## config.mk

```make
export PLATFORM = sky130hd
export DESIGN_NAME = fdsf_top
export DESIGN_NICKNAME = d
export VERILOG_FILES = /design/src/inc/fdsf_pkg.sv /design/src/inc/fdsf_shift_if.sv /design/src/hw/fdsf_shift.sv /design/src/hw/fdsf_top.sv
export VERILOG_INCLUDE_DIRS = /design/src /design/src/inc
export SDC_FILE = /design/constraint.sdc
export NUM_CORES = 1
export LEC_CHECK = 0
export ABC_AREA = 1
export BUFFER_PORTS_ARGS = -buffer_cell sky130_fd_sc_hd__buf_4
export CAP_MARGIN = 20
export CORE_AREA = 2 2 71 73
export CTS_BUF_LIST = sky130_fd_sc_hd__clkbuf_2 sky130_fd_sc_hd__clkbuf_4 sky130_fd_sc_hd__clkbuf_8
export CTS_CLUSTER_SIZE = 28
export DETAILED_ROUTE_END_ITERATION = 16
export DIE_AREA = 0 0 73 75
export GPL_ROUTABILITY_DRIVEN = 0
export PLACE_DENSITY = 0.85
export SYNTH_ARGS = -nofsm -noshare
export SYNTH_HDL_FRONTEND = slang
export SYNTH_SLANG_ARGS = --single-unit
export TNS_END_PERCENT = 10
```

## constraint.sdc

```tcl
create_clock -name clk_sys -period 1.9 [get_ports clk_sys]
set_input_delay 0.285 -clock clk_sys [delete_from_list [all_inputs] [get_ports clk_sys]]
set_output_delay 0.285 -clock clk_sys [all_outputs]
set_load 0.05 [all_outputs]
```

## src/inc/fdsf_map.svh

```systemverilog
`ifndef FDSF_MAP_SVH
`define FDSF_MAP_SVH

`define FDSF_FRAME_BITS 16
`define FDSF_MANT_BITS 10
`define FDSF_EXP_BITS 3
`define FDSF_SR_BITS 13
`define FDSF_MANT_LSB 0
`define FDSF_EXP_LSB 10
`define FDSF_LEVEL_BITS 18
`define FDSF_LEVEL_FRAC 7
`define FDSF_CNT_BITS 8
`define FDSF_MANT_RST 10'h000
`define FDSF_EXP_RST 3'h0
`define FDSF_LEVEL_RST 18'h00000
`define FDSF_CNT_RST 8'h00
`define FDSF_CNT_MAX 8'hff

`endif

```

## src/inc/fdsf_pkg.sv

```systemverilog
`include "fdsf_map.svh"

package fdsf_pkg;
  typedef logic [`FDSF_MANT_BITS-1:0] fdsf_mant_t;
  typedef logic [`FDSF_EXP_BITS-1:0] fdsf_exp_t;
  typedef logic signed [`FDSF_LEVEL_BITS-1:0] fdsf_level_t;
  typedef logic [`FDSF_CNT_BITS-1:0] fdsf_cnt_t;
  typedef enum logic [0:0] {FDSF_EMPTY, FDSF_HOLD} fdsf_state_t;
endpackage

```

## src/inc/fdsf_shift_if.sv

```systemverilog
`include "fdsf_map.svh"

interface fdsf_shift_if #(
  parameter int WIDTH = `FDSF_SR_BITS
);
  logic shift_en;
  logic bit_in;
  logic [WIDTH-1:0] word;

  modport ctrl (
    output shift_en,
    output bit_in,
    input word
  );

  modport store (
    input shift_en,
    input bit_in,
    output word
  );
endinterface

```

## src/hw/fdsf_shift.sv

```systemverilog
`include "fdsf_map.svh"

module fdsf_shift
  import fdsf_pkg::*;
#(
  parameter int WIDTH = `FDSF_SR_BITS
)
(
  input wire logic clk_sys,
  input wire logic sys_rst,
  fdsf_shift_if.store sh
);

  logic [WIDTH-1:0] word_q;
  logic [WIDTH-1:0] word_d;

  // New bits enter at the top, so the oldest bits of a long frame simply fall off the bottom.
  always_comb
  begin
    word_d = word_q;
    if (sh.shift_en)
    begin
      word_d = {sh.bit_in, word_q[WIDTH-1:1]};
    end
  end

  always_ff @(posedge clk_sys)
  begin
    if (sys_rst)
    begin
      word_q <= '0;
    end
    else
    begin
      word_q <= word_d;
    end
  end

  assign sh.word = word_q;
endmodule

```

## src/hw/fdsf_top.sv

```systemverilog
// Summary of operation
// - Shift serial input on each rising clock.
// - Strobe falling edge latches word, starts conversion.
// - First three bits of a frame ignored.
// - Next ten bits are mantissa, LSB first.
// - Last three bits exponent N, scale 2^-N.
// - Mantissa offset code, half-LSB added, bipolar.
// - Frame length varies; only ignored lead changes.
`include "fdsf_map.svh"

module fdsf_top
  import fdsf_pkg::*;
#(
  parameter int SR_BITS = `FDSF_SR_BITS
)
(
  input wire logic clk_sys,
  input wire logic sys_rst,
  input wire logic serial_clk_in,
  input wire logic serial_sample_in,
  input wire logic word_strobe_in,
  output logic conv_start,
  output logic sample_valid,
  output fdsf_mant_t mantissa_out,
  output fdsf_exp_t exponent_out,
  output logic polarity_out,
  output fdsf_level_t level_out,
  output logic exponent_illegal,
  output fdsf_cnt_t frame_len_out,
  output logic short_frame
);

  fdsf_shift_if #(.WIDTH(SR_BITS)) sh ();

  logic clk_prev_q;
  logic clk_prev_d;
  logic strobe_prev_q;
  logic strobe_prev_d;
  logic clk_rise;
  logic strobe_fall;

  fdsf_mant_t mant_q;
  fdsf_mant_t mant_d;
  fdsf_exp_t exp_q;
  fdsf_exp_t exp_d;
  fdsf_level_t level_q;
  fdsf_level_t level_d;
  logic start_q;
  logic start_d;
  logic illegal_q;
  logic illegal_d;
  fdsf_state_t state_q;
  fdsf_state_t state_d;

  fdsf_cnt_t cnt_q;
  fdsf_cnt_t cnt_d;
  fdsf_cnt_t len_q;
  fdsf_cnt_t len_d;
  logic short_q;
  logic short_d;

  fdsf_mant_t word_mant;
  fdsf_exp_t word_exp;
  logic signed [`FDSF_MANT_BITS:0] offset_code;

  // Inputs arrive synchronous to clk_sys, so edges are found against the previous sample only.
  always_comb
  begin
    clk_prev_d = serial_clk_in;
    strobe_prev_d = word_strobe_in;
    clk_rise = serial_clk_in && !clk_prev_q;
    strobe_fall = !word_strobe_in && strobe_prev_q;
  end

  always_ff @(posedge clk_sys)
  begin
    if (sys_rst)
    begin
      clk_prev_q <= 1'b0;
      strobe_prev_q <= 1'b0;
    end
    else
    begin
      clk_prev_q <= clk_prev_d;
      strobe_prev_q <= strobe_prev_d;
    end
  end

  assign sh.shift_en = clk_rise;
  assign sh.bit_in = serial_sample_in;

  fdsf_shift #(
    .WIDTH(SR_BITS)
  ) u_shift (
    .clk_sys(clk_sys),
    .sys_rst(sys_rst),
    .sh(sh)
  );

  // Only the last thirteen bits before the strobe are ever kept, whatever the frame length.
  always_comb
  begin
    word_mant = sh.word[`FDSF_EXP_LSB-1:`FDSF_MANT_LSB];
    word_exp = sh.word[SR_BITS-1:`FDSF_EXP_LSB];
    offset_code = {~word_mant[`FDSF_MANT_BITS-1], word_mant[`FDSF_MANT_BITS-2:0], 1'b1};
  end

  // A serial edge in the same cycle as the strobe fall belongs to the next frame, so the
  // pre-shift word is latched.
  always_comb
  begin
    mant_d = mant_q;
    exp_d = exp_q;
    level_d = level_q;
    illegal_d = illegal_q;
    state_d = state_q;
    start_d = strobe_fall;
    if (strobe_fall)
    begin
      mant_d = word_mant;
      exp_d = word_exp;
      level_d = $signed({offset_code, {`FDSF_LEVEL_FRAC{1'b0}}}) >>> word_exp;
      illegal_d = (word_exp == `FDSF_EXP_RST);
      state_d = FDSF_HOLD;
    end
    case (state_q)
      FDSF_EMPTY:
      begin
        if (strobe_fall)
        begin
          state_d = FDSF_HOLD;
        end
      end
      FDSF_HOLD:
      begin
        state_d = FDSF_HOLD;
      end
      default:
      begin
        state_d = FDSF_EMPTY;
      end
    endcase
  end

  always_ff @(posedge clk_sys)
  begin
    if (sys_rst)
    begin
      mant_q <= `FDSF_MANT_RST;
      exp_q <= `FDSF_EXP_RST;
      level_q <= `FDSF_LEVEL_RST;
      illegal_q <= 1'b0;
      start_q <= 1'b0;
      state_q <= FDSF_EMPTY;
    end
    else
    begin
      mant_q <= mant_d;
      exp_q <= exp_d;
      level_q <= level_d;
      illegal_q <= illegal_d;
      start_q <= start_d;
      state_q <= state_d;
    end
  end

  // The bit count is diagnostic only; it saturates rather than wraps on a stuck strobe.
  always_comb
  begin
    cnt_d = cnt_q;
    len_d = len_q;
    short_d = short_q;
    if (clk_rise && cnt_q != `FDSF_CNT_MAX)
    begin
      cnt_d = cnt_q + 8'h01;
    end
    if (strobe_fall)
    begin
      len_d = cnt_q;
      short_d = (cnt_q < 8'(SR_BITS));
      cnt_d = clk_rise ? 8'h01 : `FDSF_CNT_RST;
    end
  end

  always_ff @(posedge clk_sys)
  begin
    if (sys_rst)
    begin
      cnt_q <= `FDSF_CNT_RST;
      len_q <= `FDSF_CNT_RST;
      short_q <= 1'b0;
    end
    else
    begin
      cnt_q <= cnt_d;
      len_q <= len_d;
      short_q <= short_d;
    end
  end

  assign conv_start = start_q;
  assign sample_valid = (state_q == FDSF_HOLD);
  assign mantissa_out = mant_q;
  assign exponent_out = exp_q;
  assign polarity_out = mant_q[`FDSF_MANT_BITS-1];
  assign level_out = level_q;
  assign exponent_illegal = illegal_q;
  assign frame_len_out = len_q;
  assign short_frame = short_q;

  logic last_bit_q;
  logic last_bit_d;

  // Keeps the most recent serial bit so the strobe alignment check has an independent witness.
  always_comb
  begin
    last_bit_d = last_bit_q;
    if (clk_rise)
    begin
      last_bit_d = serial_sample_in;
    end
  end

  always_ff @(posedge clk_sys)
  begin
    if (sys_rst)
    begin
      last_bit_q <= 1'b0;
    end
    else
    begin
      last_bit_q <= last_bit_d;
    end
  end
endmodule

```

==> impl_metrics.py <==
metrics = {
    "sta": {
        "slew_headroom": 0.5464,
        "fin_tns_setup_ps": 0,
        "rsz0062_at_grt": "false",
        "tightest_slew_ps": 679.7,
        "drv_slew": 0,
        "fin_crit_ps": 1544,
        "fmax_mhz": 647.6,
        "whs_ps": 170.4,
        "final-setup-viol-count": 0,
        "hold_viol_final": 0,
        "fin_crit_sh": 0.8127,
        "clock_skew_ps": 5.609,
    },
    "place": {
        "dp_hpwl_mm": 4.443,
        "dp_cells": 455,
        "io_buffers": 48,
    },
    "grt": {
        "antenna_found_initial": 0,
        "track_usage": 0.2527,
        "grt_pass1_vias": 2379,
        "grt_overflow": 0,
        "grt_max_degree": 31,
        "grt_pass1_wl_mm": 10.64,
    },
    "finish": {
        "area_delta_synth_final_pct": 16.75,
        "regArea_um2": 1321,
        "fin_cells": 470,
        "num-fill-cells": 361,
        "antenna_cells": 0,
        "fin_nets": 419,
        "drive_above_1_share": 0.2212,
        "multiInputGateArea_um2": 1235,
    },
    "critical_path": {
        "crit_required_ps": 2130,
        "slowest_delay_ps": 420,
        "crit_top_cell": "nand2_1",
        "end_kind": "flip-flop",
        "arrival_ps": 1770,
        "r2r_slack_ps": 360,
        "rr_startpoint": "cnt_q[0]",
        "crit_path_start_kind": "flip-flop",
        "r2r_end": "cnt_q[4]",
        "cp_max_fo": 10,
        "crit_slowest_cell": "dfxtp_1",
        "path_cells": "ha_1, nand2_1, nor2_2, nand2_1, nand2_2, nand2_2, nand2_1, a21oi_1",
        "path_delay_family": "simple AND/OR/NAND/NOR gates",
        "worstRegToRegCells": 8,
        "path_class": "flip-flop to flip-flop",
        "crit_buf_inv": 0,
    },
    "power_and_ir_drop": {
        "p_sw_frac": 0.2766,
        "p_int_mw": 2.086,
        "powerDensity_nw_per_um2": 870.1,
        "p_comb_frac": 0.128,
        "p_leak_nw": 1.461,
        "vdd_drop_max_v": 0.0006447,
        "p_sw_mw": 0.7978,
        "power_mw": 2.884,
        "seqPwrFrac": 0.514,
        "clock_power_share": 0.359,
    },
    "clock_network": {
        "clock_sinks": 66,
        "clockBufferDepth": 2,
        "cts_tree": "done",
        "clkLatencyLatePin_ps": 340,
        "cts.repair.resized": 0,
        "clock_tree.root_cell": "clkbuf_8",
        "path_clk_slew_ps": 70,
        "cts_buffers": 9,
        "h-tree-depth": 3,
        "cts_hold_buffers": 0,
        "postCtsSetupRepairBufs": 0,
    },
    "die": {
        "ioPinCount": 49,
        "start_util": 0.6091,
        "die_y_um": 75,
        "die_area_um2": 5475,
        "chipWidth_um": 73,
        "num_rows": 25,
        "core_area_um2": 4661,
    },
    "synth": {
        "synth_top_area_frac": 0.4654,
        "yosysUniqueCellTypes": 30,
        "netlist_area_um2": 2839,
        "syn_nets": 375,
        "syn-instance-count": 368,
        "synthTopCellsByArea": "dfxtp_1, nand2_1, o21ai_0",
        "synth_common_cells": "nand2_1, dfxtp_1, o21ai_0",
        "async_reset_ff_frac": 0,
        "yosysMostFrequentCell": "nand2_1",
        "synth_top_cell_by_area": "dfxtp_1",
        "synth_edf_count": 0,
        "yosysWarnings": 0,
        "synth_seq_cells": 66,
        "synth_seq_area_share": 0.4654,
        "synth_area_per_cell_um2": 7.715,
        "ys.flop_type": "dfxtp_1",
    },
    "min_path": {
        "hold_path_depth": 3,
        "min_to": "strobe_prev_q",
        "holdCritPathClass": "input pin to flip-flop",
        "min_from": "word_strobe_in",
    },
    "drt": {
        "vias_per_cell": 5.562,
        "post_drt_wl_per_cell_um": 13.46,
        "totalWireLength_mm": 6.324,
        "num_vias": 2614,
        "drtIter0Drc": 243,
        "antenna_left": 0,
        "route.detailed.drc": 0,
        "drtPass1Iterations": 5,
    },
    "job": {
        "maxCapViolCount": 0,
    },
    "run_status": {
        "status": "finished clean",
    },
}
worst max path at each step:
| stage | start | end | slack (ps) | depth (start not counted) |
|---|---|---|---|---|
| 2_1_floorplan | cnt_q[0] | cnt_q[0] | 660 | 8 |
| 3_3_place_gp | word_strobe_in | cnt_q[6] | 430 | 8 |
| 3_5_place_dp | word_strobe_in | cnt_q[4] | 410 | 8 |
| 4_1_cts | cnt_q[0] | cnt_q[4] | 390 | 8 |
| 5_1_grt | cnt_q[0] | cnt_q[3] | 220 | 8 |
| 6_report | cnt_q[0] | cnt_q[4] | 360 | 8 |
registers in the layout (all words and copies together) (netlist names), 3 cells and up:
register,count
level_out,18
exponent_out,3
u_shift.sh.word,13
frame_len_out,8
mantissa_out,10
cnt_q,8
through the flow:
step,area [µm²],worst slack [ps],util
3_3_place_gp,3141,432.0,0.6738
2_1_floorplan,2839,658.1,-
4_1_cts,3314,391.5,0.7111
6_report,3314,355.8,0.7111
3_5_place_dp,3141,412.0,0.6738
5_1_grt,3314,220.1,0.7111
logic make-up (layout without fill, tap and decap cells):
logic type      after synthesis  count (layout)  synth area share
buf+inv                      52             100           0.09961
compound gates               80              80            0.1516
fa+ha+maj                     2               2          0.008813
flops                        66              66            0.4654
simple gates                168             168            0.2746
routing by layer:
| layer | global-route usage | vias up | routed length, µm | share of wire |
|---|---|---|---|---|
| li1 | - | 1296 | - | - |
| met4 | 0.09259 | 0 | 48 | 0.0076 |
| met5 | 0 | - | 0 | 0 |
| met2 | 0.4014 | 113 | 2861 | 0.45 |
| met3 | 0.07363 | 8 | 508 | 0.080 |
| met1 | 0.3291 | 1197 | 2906 | 0.46 |
cells in the final DEF, fill, tap and decap left out:
cell type  synthesis  final
clkinv_2           0      3
a22o_1             1      1
nand3_2            3      3
o21ai_0           42     42
buf_4              3     52
o31ai_1            2      2
nor2_1            13     13
clkbuf_4           0      1
a21oi_1           29     29
a21oi_2            1      1
nor2_4             4      4
dfxtp_1           66     66
ha_1               2      2
inv_4              1      1
nand2_2            6      6
inv_2              5      5
nand2_1           94     94
inv_1             27     27
nor3_1             2      2
nand3_1           41     41
a31oi_1            2      2
o31ai_2            1      1
nand4_1            1      1
nor2_2             2      2
nor2_8             1      1
clkbuf_8           0     11
o211a_1            1      1
nand2_4            1      1
a22oi_1            1      1
cell type report:
| class | count | share of cell area |
|---|---|---|
| Sequential cell | 66 | 0.3986 |
| Multi-Input combinational cell | 250 | 0.3726 |
| Timing Repair Buffer | 52 | 0.1178 |
| Clock buffer | 12 | 0.04794 |
| Inverter | 33 | 0.03813 |
| Tap cell | 54 | 0.02039 |
| Clock inverter | 3 | 0.004530 |
worst register-to-register path, delay by kind of cell, from the launching register on:
family | cells | cell delay [ps]
flops | 1 | 420
fa+ha+maj | 1 | 200
simple gates | 6 | 760
compound gates | 1 | 60
power groups by stage:
stage	clock, mW	combinational [mW]	sequential, mW
floorplan	0	0.218	1.58
global placement	0	0.357	1.51
detailed placement	0	0.364	1.51
CTS	1.05	0.367	1.48
global route	1.11	0.405	1.49
finish	1.03	0.369	1.48
Note: power is estimated with default switching activity, not from simulation.
